`src/ubg_pkg.sv`:
```
/*
 * Package of the ultrasonic burst generator: register offsets, field
 * positions, reset values, drive configurations and tick timing.
 * Assumes a 250 MHz system clock and a 16 MHz burst time base.
 */
package ubg_pkg;

   // ***************************************************************
   // Clock and burst time base
   // ***************************************************************
   localparam int unsigned CLK_MHZ  = 250;
   localparam int unsigned TICK_MHZ = 16;
   localparam logic [7:0]  TICK_ADD = 8'(TICK_MHZ);
   localparam logic [7:0]  TICK_MOD = 8'(CLK_MHZ);

   // ***************************************************************
   // Register byte offsets
   // ***************************************************************
   localparam logic [7:0] OFS_CTRL   = 8'h00;
   localparam logic [7:0] OFS_COUNT  = 8'h04;
   localparam logic [7:0] OFS_TIME   = 8'h08;
   localparam logic [7:0] OFS_GUARD  = 8'h0C;
   localparam logic [7:0] OFS_STATUS = 8'h10;

   // ***************************************************************
   // Field positions
   // ***************************************************************
   localparam int CTRL_ACTIVE_BIT = 0;
   localparam int CTRL_TRIG_A_BIT = 1;
   localparam int CTRL_MODE_LSB   = 2;
   localparam int COUNT_B_LSB     = 8;
   localparam int TIME_LOW_LSB    = 16;

   // ***************************************************************
   // Reset values
   // ***************************************************************
   localparam logic [5:0]  RST_COUNT = 6'h00;
   localparam logic [10:0] RST_TIME  = 11'h000;
   localparam logic [7:0]  RST_GUARD = 8'h00;

   // ***************************************************************
   // Drive configurations
   // ***************************************************************
   typedef enum logic [2:0]
   {
      UBG_MODE_PUSH_PULL = 3'b000,
      UBG_MODE_PORT_B    = 3'b001
   } ubg_mode_e;

   // Channel states
   typedef enum logic [1:0]
   {
      UBG_CH_IDLE = 2'b00,
      UBG_CH_LEAD = 2'b01,
      UBG_CH_HIGH = 2'b10,
      UBG_CH_LOW  = 2'b11
   } ubg_ch_state_e;

   // Per-channel pulse train settings, in 16 MHz ticks
   typedef struct packed
   {
      logic [5:0]  count;
      logic [11:0] lead;
      logic [11:0] high;
      logic [11:0] low;
   } ubg_chan_cfg_s;

endpackage : ubg_pkg

```
`src/ubg_chan.sv`:
```
/*
 * One burst channel: after a start pulse, waits a lead time, then emits
 * count pulses of high/low ticks. A zero high time keeps the slot but
 * leaves the output low.
 * Assumes tick_i is a one-cycle strobe at the 16 MHz rate.
 */
`timescale 1ns/1ps
module ubg_chan
(
   input  wire logic                  clk_i,
   input  wire logic                  rst_i,
   input  wire logic                  tick_i,
   input  wire logic                  start_i,
   input  wire ubg_pkg::ubg_chan_cfg_s cfg_i,
   output logic                       pulse_o,
   output logic                       busy_o
);
   import ubg_pkg::*;

   ubg_ch_state_e state;
   ubg_chan_cfg_s cfg;
   logic [11:0]   timer;
   logic [5:0]    left;

   // ***************************************************************
   // Sequencer
   // ***************************************************************
   // Phase timing and pulse counting
   always_ff @(posedge clk_i)
   begin
      if (rst_i)
      begin
         state <= UBG_CH_IDLE;
         timer <= 12'h000;
         left  <= 6'h00;
         cfg   <= '0;
      end
      else
      begin
         unique case (state)
            UBG_CH_IDLE:
            begin
               if (start_i && cfg_i.count != 6'h00)
               begin
                  cfg   <= cfg_i;
                  left  <= cfg_i.count;
                  timer <= cfg_i.lead;
                  state <= UBG_CH_LEAD;
               end
            end
            UBG_CH_LEAD:
            begin
               if (tick_i)
               begin
                  if (timer <= 12'h001)
                  begin
                     timer <= cfg.high;
                     state <= UBG_CH_HIGH;
                  end
                  else
                  begin
                     timer <= timer - 12'h001;
                  end
               end
            end
            UBG_CH_HIGH:
            begin
               if (tick_i)
               begin
                  if (timer <= 12'h001)
                  begin
                     timer <= cfg.low;
                     left  <= left - 6'h01;
                     state <= UBG_CH_LOW;
                  end
                  else
                  begin
                     timer <= timer - 12'h001;
                  end
               end
            end
            UBG_CH_LOW:
            begin
               if (tick_i && timer <= 12'h001)
               begin
                  timer <= cfg.high;
                  state <= (left == 6'h00) ? UBG_CH_IDLE : UBG_CH_HIGH;
               end
               else if (tick_i)
               begin
                  timer <= timer - 12'h001;
               end
            end
         endcase
      end
   end

   // Output high only in a non-empty high phase
   assign pulse_o = (state == UBG_CH_HIGH) && (cfg.high != 12'h000);
   assign busy_o  = (state != UBG_CH_IDLE);

endmodule : ubg_chan

```
`src/ubg_top.sv`:
```
/*
 * Ultrasonic burst generator: gate pulse trains for two low-side
 * switches, configured over a classic Wishbone slave.
 * Holds the control and timing registers, a fractional 16 MHz tick, two
 * burst channels and the registered gate selection.
 * Assumes a 250 MHz clock, synchronous active-high reset and a port
 * pin input already synchronous to the clock.
 */
// The Wishbone interface to the registers and the register addresses are this design's own decisions.
// Summary of operation
// - Three-bit field selects drive configuration
// - Generate gate pulse trains for low switches
// - Code 000 runs outputs as push-pull
// - Trigger bit write starts A, and B in 000
// - Output A emits programmed count, 0 to 63
// - Output B emits its own count, 0 to 63
// - High phase timed by 11-bit 16 MHz value
// - Low phase timed by 11-bit 16 MHz value
// - Eight-bit guard interval shapes push-pull timing
// - Push-pull B uses channel A timing values
// - Code 001: A from generator, B from pin
// - Single-ended mode: one switch drives primary (not implemented; codes other than 000 and 001 keep both gates off)
// - Push-pull mode: two switches alternate
// - Port mode: gate follows port pin level
`timescale 1ns/1ps
module ubg_top
(
   input  wire logic        clk_i,
   input  wire logic        rst_i,
   input  wire logic        cyc_i,
   input  wire logic        stb_i,
   input  wire logic        we_i,
   input  wire logic [7:0]  adr_i,
   input  wire logic [3:0]  sel_i,
   input  wire logic [31:0] dat_i,
   output logic             ack_o,
   output logic [31:0]      dat_o,
   input  wire logic        port_pin_for_b_i,
   output logic             low_switch_one_o,
   output logic             low_switch_two_o
);
   import ubg_pkg::*;

   // Register fields
   logic          active_en;
   logic [2:0]    mode;
   logic [5:0]    count_a;
   logic [5:0]    count_b;
   logic [10:0]   chan_a_high_time;
   logic [10:0]   chan_a_low_time;
   logic [7:0]    guard_interval;

   // Time base
   logic [7:0]    tick_acc;
   logic [8:0]    tick_sum;
   logic          tick;

   // Bus strobes and read-back
   logic          wr;
   logic          wr_ctrl;
   logic          wr_count;
   logic          wr_time;
   logic          wr_guard;
   logic          trig_a;
   logic [31:0]   rdata;

   // Channels and their settings
   logic          push_pull;
   logic          start_b;
   logic          pulse_a;
   logic          pulse_b;
   logic          busy_a;
   logic          busy_b;
   logic [11:0]   guard2;
   logic [11:0]   b_high;
   ubg_chan_cfg_s cfg_a;
   ubg_chan_cfg_s cfg_b;

   // ***************************************************************
   // Bus slave
   // ***************************************************************
   ubg_wb_slave u_slave
   (
      .clk_i   (clk_i),
      .rst_i   (rst_i),
      .cyc_i   (cyc_i),
      .stb_i   (stb_i),
      .we_i    (we_i),
      .rdata_i (rdata),
      .ack_o   (ack_o),
      .dat_o   (dat_o),
      .wr_o    (wr)
   );

   // ***************************************************************
   // Registers
   // ***************************************************************
   // Write strobes per register, valid at the acking edge
   assign wr_ctrl  = wr && (adr_i == OFS_CTRL);
   assign wr_count = wr && (adr_i == OFS_COUNT);
   assign wr_time  = wr && (adr_i == OFS_TIME);
   assign wr_guard = wr && (adr_i == OFS_GUARD);

   // Control register: active enable and configuration
   always_ff @(posedge clk_i)
   begin
      if (rst_i)
      begin
         active_en <= 1'b0;
         mode      <= UBG_MODE_PUSH_PULL;
      end
      else if (wr_ctrl && sel_i[0])
      begin
         active_en <= dat_i[CTRL_ACTIVE_BIT];
         mode      <= dat_i[CTRL_MODE_LSB +: 3];
      end
   end

   // Pulse counts per channel
   always_ff @(posedge clk_i)
   begin
      if (rst_i)
      begin
         count_a <= RST_COUNT;
         count_b <= RST_COUNT;
      end
      else if (wr_count)
      begin
         if (sel_i[0])
         begin
            count_a <= dat_i[5:0];
         end
         if (sel_i[1])
         begin
            count_b <= dat_i[COUNT_B_LSB +: 6];
         end
      end
   end

   // High and low times of channel A
   always_ff @(posedge clk_i)
   begin
      if (rst_i)
      begin
         chan_a_high_time <= RST_TIME;
         chan_a_low_time  <= RST_TIME;
      end
      else if (wr_time)
      begin
         if (sel_i[1:0] == 2'h3)
         begin
            chan_a_high_time <= dat_i[10:0];
         end
         if (sel_i[3:2] == 2'h3)
         begin
            chan_a_low_time <= dat_i[TIME_LOW_LSB +: 11];
         end
      end
   end

   // Guard interval
   always_ff @(posedge clk_i)
   begin
      if (rst_i)
      begin
         guard_interval <= RST_GUARD;
      end
      else if (wr_guard && sel_i[0])
      begin
         guard_interval <= dat_i[7:0];
      end
   end

   // Trigger: a written 1 starts a burst, ignored while unpowered or busy.
   // A retrigger mid-burst would restart one channel only and break the
   // push-pull phase relation, so it is dropped rather than queued.
   assign trig_a = wr_ctrl && sel_i[0] && dat_i[CTRL_TRIG_A_BIT]
                   && active_en && !busy_a && !busy_b;

   // Read-back; unmapped offsets read zero
   always_comb
   begin
      rdata = 32'h0000_0000;
      unique case (adr_i)
         OFS_CTRL:   rdata = {27'h0, mode, 1'b0, active_en};
         OFS_COUNT:  rdata = {18'h0, count_b, 2'h0, count_a};
         OFS_TIME:   rdata = {5'h0, chan_a_low_time, 5'h0, chan_a_high_time};
         OFS_GUARD:  rdata = {24'h0, guard_interval};
         OFS_STATUS: rdata = {28'h0, low_switch_two_o, low_switch_one_o, busy_b, busy_a};
         default:    rdata = 32'h0000_0000;
      endcase
   end

   // ***************************************************************
   // 16 MHz time base
   // ***************************************************************
   // Fractional divider: 16 ticks per 250 clocks, 15 or 16 clocks apart.
   // The sum is one bit wider than the accumulator so that it cannot
   // wrap before it is compared.
   assign tick_sum = {1'b0, tick_acc} + {1'b0, TICK_ADD};

   always_ff @(posedge clk_i)
   begin
      if (rst_i)
      begin
         tick_acc <= 8'h00;
         tick     <= 1'b0;
      end
      else if (tick_sum >= {1'b0, TICK_MOD})
      begin
         tick_acc <= 8'(tick_sum - {1'b0, TICK_MOD});
         tick     <= 1'b1;
      end
      else
      begin
         tick_acc <= tick_sum[7:0];
         tick     <= 1'b0;
      end
   end

   // ***************************************************************
   // Channel timing
   // ***************************************************************
   // B sits inside A's low phase, a guard interval from each edge:
   // A high for high ticks, a guard, B high for low minus two guards,
   // then a guard before A rises again. B's low phase is A's high phase
   // plus two guards, so both trains keep one period. A low time shorter
   // than two guards leaves B's slot empty.
   assign guard2 = {3'h0, guard_interval, 1'b0};
   assign b_high = ({1'b0, chan_a_low_time} > guard2) ?
                   ({1'b0, chan_a_low_time} - guard2) : 12'h000;

   always_comb
   begin
      cfg_a.count = count_a;
      cfg_a.lead  = 12'h000;
      cfg_a.high  = {1'b0, chan_a_high_time};
      cfg_a.low   = {1'b0, chan_a_low_time};
      cfg_b.count = count_b;
      cfg_b.lead  = {1'b0, chan_a_high_time} + {4'h0, guard_interval} + 12'h001;
      cfg_b.high  = b_high;
      cfg_b.low   = {1'b0, chan_a_high_time} + guard2;
   end

   // Configuration decode; B joins the burst only in push-pull
   assign push_pull = (mode == UBG_MODE_PUSH_PULL);
   assign start_b   = trig_a && push_pull;

   // Channel A sets the reference train
   ubg_chan u_chan_a
   (
      .clk_i   (clk_i),
      .rst_i   (rst_i),
      .tick_i  (tick),
      .start_i (trig_a),
      .cfg_i   (cfg_a),
      .pulse_o (pulse_a),
      .busy_o  (busy_a)
   );

   // Channel B, started together with A
   ubg_chan u_chan_b
   (
      .clk_i   (clk_i),
      .rst_i   (rst_i),
      .tick_i  (tick),
      .start_i (start_b),
      .cfg_i   (cfg_b),
      .pulse_o (pulse_b),
      .busy_o  (busy_b)
   );

   // ***************************************************************
   // Gate outputs
   // ***************************************************************
   // Output selection by configuration, registered so that the gates
   // never see a decode glitch
   always_ff @(posedge clk_i)
   begin
      if (rst_i)
      begin
         low_switch_one_o <= 1'b0;
         low_switch_two_o <= 1'b0;
      end
      else
      begin
         unique case (mode)
            UBG_MODE_PUSH_PULL:
            begin
               low_switch_one_o <= pulse_a && !pulse_b;
               low_switch_two_o <= pulse_b && !pulse_a;
            end
            UBG_MODE_PORT_B:
            begin
               low_switch_one_o <= pulse_a;
               low_switch_two_o <= port_pin_for_b_i;
            end
            default: // Unsupported codes keep both off
            begin
               low_switch_one_o <= 1'b0;
               low_switch_two_o <= 1'b0;
            end
         endcase
      end
   end

endmodule : ubg_top

```
`src/ubg_wb_slave.sv`:
```
/*
 * Classic Wishbone handshake for the burst generator registers: one
 * registered ack per request, read data captured in the request cycle.
 * Assumes the master holds the request until it sees ack.
 */
`timescale 1ns/1ps
module ubg_wb_slave
(
   input  wire logic        clk_i,
   input  wire logic        rst_i,
   input  wire logic        cyc_i,
   input  wire logic        stb_i,
   input  wire logic        we_i,
   input  wire logic [31:0] rdata_i,
   output logic             ack_o,
   output logic [31:0]      dat_o,
   output logic             wr_o
);
   import ubg_pkg::*;

   // ***************************************************************
   // Handshake
   // ***************************************************************
   // Ack one cycle after the request, dropped the cycle after
   always_ff @(posedge clk_i)
   begin
      if (rst_i)
      begin
         ack_o <= 1'b0;
         dat_o <= 32'h0000_0000;
      end
      else
      begin
         ack_o <= cyc_i && stb_i && !ack_o;
         if (cyc_i && stb_i && !ack_o)
         begin
            dat_o <= we_i ? 32'h0000_0000 : rdata_i;
         end
      end
   end

   // Write takes effect at the acking edge
   assign wr_o = cyc_i && stb_i && we_i && ack_o;

endmodule : ubg_wb_slave

```
`config.mk`:
```
export PLATFORM = sky130hd
export DESIGN_NAME = ubg_top
export DESIGN_NICKNAME = d
export VERILOG_FILES = /design/src/ubg_pkg.sv /design/src/ubg_chan.sv /design/src/ubg_top.sv /design/src/ubg_wb_slave.sv
export SDC_FILE = /design/constraint.sdc
export NUM_CORES = 1
export LEC_CHECK = 0
export BUFFER_PORTS_ARGS = -buffer_cell sky130_fd_sc_hd__buf_2
export CAP_MARGIN = 25
export CORE_MARGIN = 8
export CORE_UTILIZATION = 30
export DETAILED_ROUTE_END_ITERATION = 10
export PLACE_DENSITY_LB_ADDON = 0.1
export SKIP_LAST_GASP = 1
export SYNTH_ARGS = -nofsm -noshare
export SYNTH_HDL_FRONTEND = slang
export SYNTH_SLANG_ARGS = --single-unit
```
`constraint.sdc`:
```
create_clock -name clk_i -period 2.5 [get_ports clk_i]
set_clock_uncertainty 0.15 [all_clocks]
set_input_delay 0.125 -clock clk_i [delete_from_list [all_inputs] [get_ports clk_i]]
set_output_delay 0.125 -clock clk_i [all_outputs]
set_load 0.05 [all_outputs]
```
# Word-level counts from Yosys, hierarchy flattened

Cells that the tools add are included.

Add/subtract/negate cells: 10
Magnitude comparators: 4
Equal/unequal tests: 27
Mux-type cells: 47
Reductions and logical operators: 54

Operator list:

| operator                | count |
|---|---|
| $mux W12                | 15 |
| $pmux W27 S5            | 1 |
| $pmux W12 S4            | 2 |
| $mux W6                 | 6 |
| $mux W2                 | 14 |
| $mux W27                | 1 |
| $le A12 B1 Y1 const B   | 2 |
| $pmux W6 S2             | 2 |
| $reduce_bool A12 Y1     | 2 |
| $sub A12 B1 Y12 const B | 2 |
| $logic_and A1 B1 Y1     | 23 |
| $eq A8 B4 Y1 const B    | 2 |
| $ne A2 B1 Y1 const B    | 8 |
| $pmux W2 S4             | 2 |
| $reduce_and A4 Y1       | 4 |
| $add A11 B8 Y12         | 1 |
| $add A11 B9 Y12         | 1 |
| $add A12 B1 Y12 const B | 1 |
| $eq A2 B2 Y1 const B    | 6 |
| $logic_not A6 Y1        | 2 |
| $reduce_and A2 Y1       | 6 |
| $reduce_and A6 Y1       | 2 |
| $reduce_bool A6 Y1      | 2 |
| $sub A11 B9 Y12         | 1 |
| other kinds (19)        | 34 |

Bits in registers: 176
Input port bits: 50
Output and inout bits: 35
Logic and storage cells: 165

# Longest topological paths before layout

Depth in word-level cells: 13
Mapped depth: 10
Mapped depth without buffers: 10

# Cells and area by module

A second synthesis with hierarchy kept.

Cells, all modules: 1281
Area, all modules: 10451.3 um2

By module, submodules not included:

| module       | times used | cells each | area each (um2) | sequential area each (um2) |
|---|---|---|---|---|
| ubg_chan     | 2          | 333        | 2499.9          | 880.8 |
| ubg_top      | 1          | 469        | 3858.7          | 1121.1 |
| ubg_wb_slave | 1          | 146        | 1592.8          | 660.6 |

# Least setup slack after synthesis

No wires, ideal clock.

Path type: register to register
From: register guard_interval[0]
To: register u_chan_b.timer[10]
Arrival: 2.358 ns
Setup slack: -0.120 ns
Cell stages (with the launch flop): 11
Buffers on the path: 0
Path through: dfxtp_1 -> inv_1 -> ha_1 -> inv_1 -> fa_1 -> a211oi_1 -> o21ai_1 -> a31oi_1 -> nor4b_1 -> a211o_1 -> a2111oi_1

Word-level cells in the longest chain between the ends: 4

Ends and longest elaborated chain:

| item                   | RTL line       | source |
|---|---|---|
| start, declared        | ubg_top.sv:51  | `logic [7:0] guard_interval;` |
| start signal, assigned | ubg_top.sv:170 | `guard_interval <= dat_i[7:0];` |
| $add A11 B8 Y12        | ubg_top.sv:240 | `cfg_b.lead = {1'b0, chan_a_high_time} + {4'h0, guard_interval} + 12'h001;` |
| $add A12 B1 Y12        | ubg_top.sv:240 |  |
| $mux W12               | ubg_chan.sv:43 | `if (start_i && cfg_i.count != 6'h00)` |
| $pmux W12 S4           | ubg_chan.sv:40 | `unique case (state)` |
| end signal, assigned   | ubg_chan.sv:47 | `timer <= cfg_i.lead;` |
| end signal, assigned   | ubg_chan.sv:57 | `timer <= cfg.high;` |
| end signal, assigned   | ubg_chan.sv:62 | `timer <= timer - 12'h001;` |
| end, declared          | ubg_chan.sv:22 | `logic [11:0] timer;` |

Every way passes these cells. The select of a mux whose other input is x is not followed.
A chain may end at the register's enable or synchronous reset.

# Worst setup path in the final report

From: register guard_interval[0]
To: register u_chan_b.cfg[12] (netlist bit)

Word-level cells in the longest chain between the ends: 2

Ends and longest elaborated chain:

| item                 | RTL line       | source |
|---|---|---|
| $gt A11 B9 Y1        | ubg_top.sv:230 | `assign b_high = ({1'b0, chan_a_low_time} > guard2) ?` |
| $mux W12             | ubg_top.sv:230 |  |
| end signal, assigned | ubg_chan.sv:45 | `cfg <= cfg_i;` |
| end, declared        | ubg_chan.sv:21 | `ubg_chan_cfg_s cfg;` |

Every way passes these cells.

==> results.md <==
Worst hold path:
- Counting instances, the worst hold path has a depth of 5.
- The tightest min-delay check is of the input pin to flip-flop type.
- The worst hold path endpoint is mode[0].
- The worst hold path begins at adr_i[3].

Flow run:
- The tool flagged a number of max-cap violations equal to 0.

Logic synthesis:
- The synthesized netlist devotes 22.8% of its cell area to simple gates.
- The synthesized netlist contains 90 unique library cells.
- The cell type with the largest total area after synthesis is dfxtp_1.
- The xor and xnor fraction of the mapped netlist area is 2.46%.
- The mux contribution to synthesized area is 6.24%.
- The sequential fraction of the synthesis area is 35.0%.
- The synthesized netlist devotes 5.32% of its cell area to adder and majority cells.
- By area, the combinational part of the netlist is dominated by compound AO/OA/AOI/OAI gates.
- The number of enable flip-flop cells after synthesis is 0.
- The mean area per synthesized cell is 8.11 µm².
- Counting instances in the post-synthesis netlist gives the leading cell types as dfxtp_1 (168), nor2_1 (136), nand2_1 (135).
- The register bit count reported by yosys is 168.
- Among all flip-flop cells after synthesis, the most frequent one is dfxtp_1.
- Synthesis produced 1183 cells.
- The most instantiated library cell after synthesis is dfxtp_1.
- The cell area after synthesis is 9600 µm².
- The share of synthesized area in the top cell type comes to 35.0%.
- The synthesized-area fraction occupied by ao, oa, aoi and oai cells is ~23%.
- After synthesis, the share of flip-flops with an asynchronous set or reset is 0%.
- The Yosys warning count is 0.
- In the post-synthesis netlist, the biggest area contributors are dfxtp_1 (35%), mux2i_1 (5.4%), nor2_1 (5.3%).

Power and ir drop:
- Per report_power, the sequential group accounts for 47.8% of the total.
- Net switching is 26.7% of the power.
- The net switching power is 0.00150 W.
- The internal power contribution is a little over 0.004 W.
- The cell area power density is 455 nW/µm².
- The clock network accounts for 48.0% of the total power.
- Of the total power, combinational logic draws 4.2%.
- VDD sags by at most between 400 and 500 µV.
- The total power of the final layout is between 0.005 and 0.006 W.
- In this run the static leakage power is just under 5 nW.

Worst setup path:
- The critical path goes through buf_4 -> ha_1 -> nand2_1 -> or4_4 -> a211o_1 -> a31oi_4 -> buf_4 -> nand3b_1 -> a21oi_1.
- The startpoint identified for the worst register-to-register timing path is guard_interval[0].
- The required time reported for the critical path endpoint is 2.67 ns.
- The critical path is of the flip-flop to flip-flop type.
- The cell with the largest stage delay on the worst path is or4_4.
- Data on the critical path arrives at its endpoint at 2.61 ns.
- The category of the worst setup path capture point is a flip-flop.
- The critical path startpoint category is a flip-flop.
- Setup slack on the worst reg-to-reg path comes out at 0.05 ns.
- Along the worst path, the maximum fanout reaches 4.
- The cell type with the highest occurrence count on the critical path is buf_4.
- The maximum cell stage delay along the critical path is 0.50 ns.
- The worst register-to-register path has a depth of 9.
- In this run the critical register-to-register path is captured at u_chan_b.cfg[12].

Global routing:
- The number of antenna violations at the first check in global routing was 1.
- The total routing resource utilization after global routing is 18.0%.
- The global-route congestion overflow total is 0.
- The first global-routing pass estimated between 50000 and 60000 µm of wire.
- The via count of the first global-routing pass came to 9343.
- Entering global routing, the biggest net connects 42 pins.

Route:
- The detailed-route vias per instance is approximately 5.3.
- The via count is 9428.
- The post-detailed-routing wire length is 34400 µm.
- The count of nets left with antenna violations once routing finished came out at 0.
- Dividing the detail-routed wire length by the instance count gives 19.2 µm.
- The violation count after the first detailed-route iteration is 630.
- In the routed design, unresolved DRC markers number 0.
- The first detailed-routing pass took 6 iterations.

Status:
- The run finished with clean final reports.

Final layout:
- Cells with a size suffix above 1 make up 22.0% of the layout.
- The post-synthesis to final-layout area growth is 28.4%.
- For this run, the number of standard cells in the final layout without fillers is 1794.
- The final layout contains 1467 nets.

Clock tree:
- The buffer levels on the longest clock path is 2.
- CTS placed an instance of clkbuf_16 at the clock tree root.
- Clock tree synthesis inserted a total of 17 buffers.
- The clock latency at the later pin of the worst-skew pair is 0.45 ns.
- After clock tree synthesis, the clock-pin slew on the worst setup and hold paths is approximately 0.07 ns.
- The CTS tree is built.
- The number of clock sinks is 168.
- The H-tree was split into 4 levels.

Floorplan:
- The die covers 38000 µm².
- The initial utilization of the core area, before any placement, comes to 30.4%.
- The floorplan step set the die width to 195 µm.
- The die is 195 µm tall.
- During I/O placement, the number of pins put on the boundary was 85.
- The region available for standard cell placement spans 31600 µm².
- The floorplan has 65 rows.

Place:
- During placement, the flow inserted port buffers numbering 70.
- The number of placed instances, taps included, is 1729.
- At the end of routability-driven placement, the weighted congestion stood at 0.822.
- The detailed-placement wirelength estimate is 26900 µm.

STA:
- For the pin with the worst max-slew slack, the measured transition is 0.758 ns.
- The number of pins exceeding their max-slew limit in the final report is 0.
- The headroom to the max-slew limit is 49.1%.
- The shortest clock period the worst path allows after layout is approximately 2.4 ns.
- The peak clock frequency supported by timing is 0.409 GHz.
- The number of hold-slack violations in the final timing report came to 0.
- The final period utilization is 97.8%.
- The total setup violations reported at the end of the flow is 0.
- Setup repair after global routing could not meet its margin everywhere.
how the worst max path moves through the flow:
stage | slack (ns) | endpoint | start | cells after the start
2_1_floorplan | 0.007 | u_chan_b.timer[10] | guard_interval[0] | 10
3_3_place_gp | -0.13 | u_chan_b.cfg[18] | count_b[0] | 6
3_5_place_dp | -0.14 | u_chan_b.cfg[18] | count_b[3] | 6
4_1_cts | -0.03 | u_chan_b.timer[5] | u_chan_b.timer[0] | 8
5_1_grt | -0.05 | u_chan_b.timer[10] | chan_a_high_time[0] | 10
6_report | 0.05 | u_chan_b.cfg[12] | guard_interval[0] | 9
power by group through the flow:
stage	Combinational, W	Sequential, W	Clock, W
2_1_floorplan	0.000118	0.00275	0
3_3_place_gp	0.000202	0.00275	0
3_5_place_dp	0.000201	0.00275	0
5_1_grt	0.000254	0.00268	0.00287
4_1_cts	0.000236	0.00268	0.00277
6_report	0.000236	0.00268	0.00269
metrics by stage:
step / hold WS [ns] / worst slack (ns) / util (%) / setup TNS, ns / instance area, µm²
2_1_floorplan: 0.115 / 0.00716 / - / 0 / 9630
6_report: 0.0737 / 0.0545 / 39.1 / 0 / 12300
4_1_cts: 0.0595 / -0.0272 / 38.6 / -0.0533 / 12200
5_1_grt: 0.123 / -0.0490 / 39.1 / -0.202 / 12300
3_5_place_dp: 0.213 / -0.139 / 35.7 / -0.389 / 11300
3_3_place_gp: 0.207 / -0.132 / 35.7 / -0.167 / 11300
worst max-delay path, delay by kind of cell, from the launching register on:
| kind | cells | cell delay [ns] |
|---|---|---|
| simple gates | 3 | 0.67 |
| compound gates | 3 | 0.57 |
| flops | 1 | 0.32 |
| fa+ha+maj | 1 | 0.32 |
| buf+inv | 2 | 0.29 |
placed cells by master, fill, tap and decap left out, types with 18 or more instances in the layout:
cell type / n
o21ai_1: 21
buf_2: 69
ha_1: 32
nand2_1: 135
dfxtp_1: 161
xnor2_1: 18
inv_1: 36
nand3_1: 22
nor3_1: 30
a22oi_1: 29
o21ai_0: 38
dlygate4sd3_1: 28
mux2i_1: 52
a21oi_1: 85
nor2_1: 136
buf_4: 151
what timing repair did:
| action | 4_1_cts | 5_1_grt |
|---|---|---|
| endpoints found under the setup margin | 15 | 27 |
| buffers inserted | 1 | 4 |
| resized for setup | 7 | 29 |
| endpoints found under the hold margin | 57 | 0 |
| hold buffers | 28 | 0 |
| cloned | 0 | 0 |
| pin swaps | 5 | 16 |
cell type report:
cell class,count,area [µm²]
Fill cell,3303,19200
Clock inverter,15,179
Tap cell,402,503
Antenna cell,1,2.50
Timing Repair Buffer,249,1780
Clock buffer,17,425
Multi-Input combinational cell,903,5920
Sequential cell,168,3370
Inverter,39,146
logic make-up after synthesis:
logic type               count (synthesis)
XOR/XNOR                                27
flip-flops                             168
AND/OR/NAND/NOR                        442
adder cells (fa/ha/maj)                 39
AO/OA/AOI/OAI                          330
multiplexers                            58
other                                    1
buffers and inverters                  118
flip-flops by register name (all words and copies together), names as in the netlist, 2 cells and up:
| signal | count |
|---|---|
| chan_a_high_time | 11 |
| chan_a_low_time | 11 |
| count_a | 6 |
| count_b | 6 |
| guard_interval | 8 |
| mode | 3 |
| tick_acc | 7 |
| u_chan_a.cfg | 22 |
| u_chan_a.left | 6 |
| u_chan_a.state | 2 |
| u_chan_a.timer | 12 |
| u_chan_b.cfg | 24 |
| u_chan_b.left | 6 |
| u_chan_b.state | 2 |
| u_chan_b.timer | 12 |
| u_slave.dat_o | 25 |
layer usage:
layer	routed length [µm]	vias to the layer above	global-route usage [%]
met5	0	-	0
met4	461	0	4.86
met3	1560	30	2.92
met2	15600	234	28.8
met1	16800	4481	24.6
li1	-	4683	-
(Power assumes the default switching activity.)
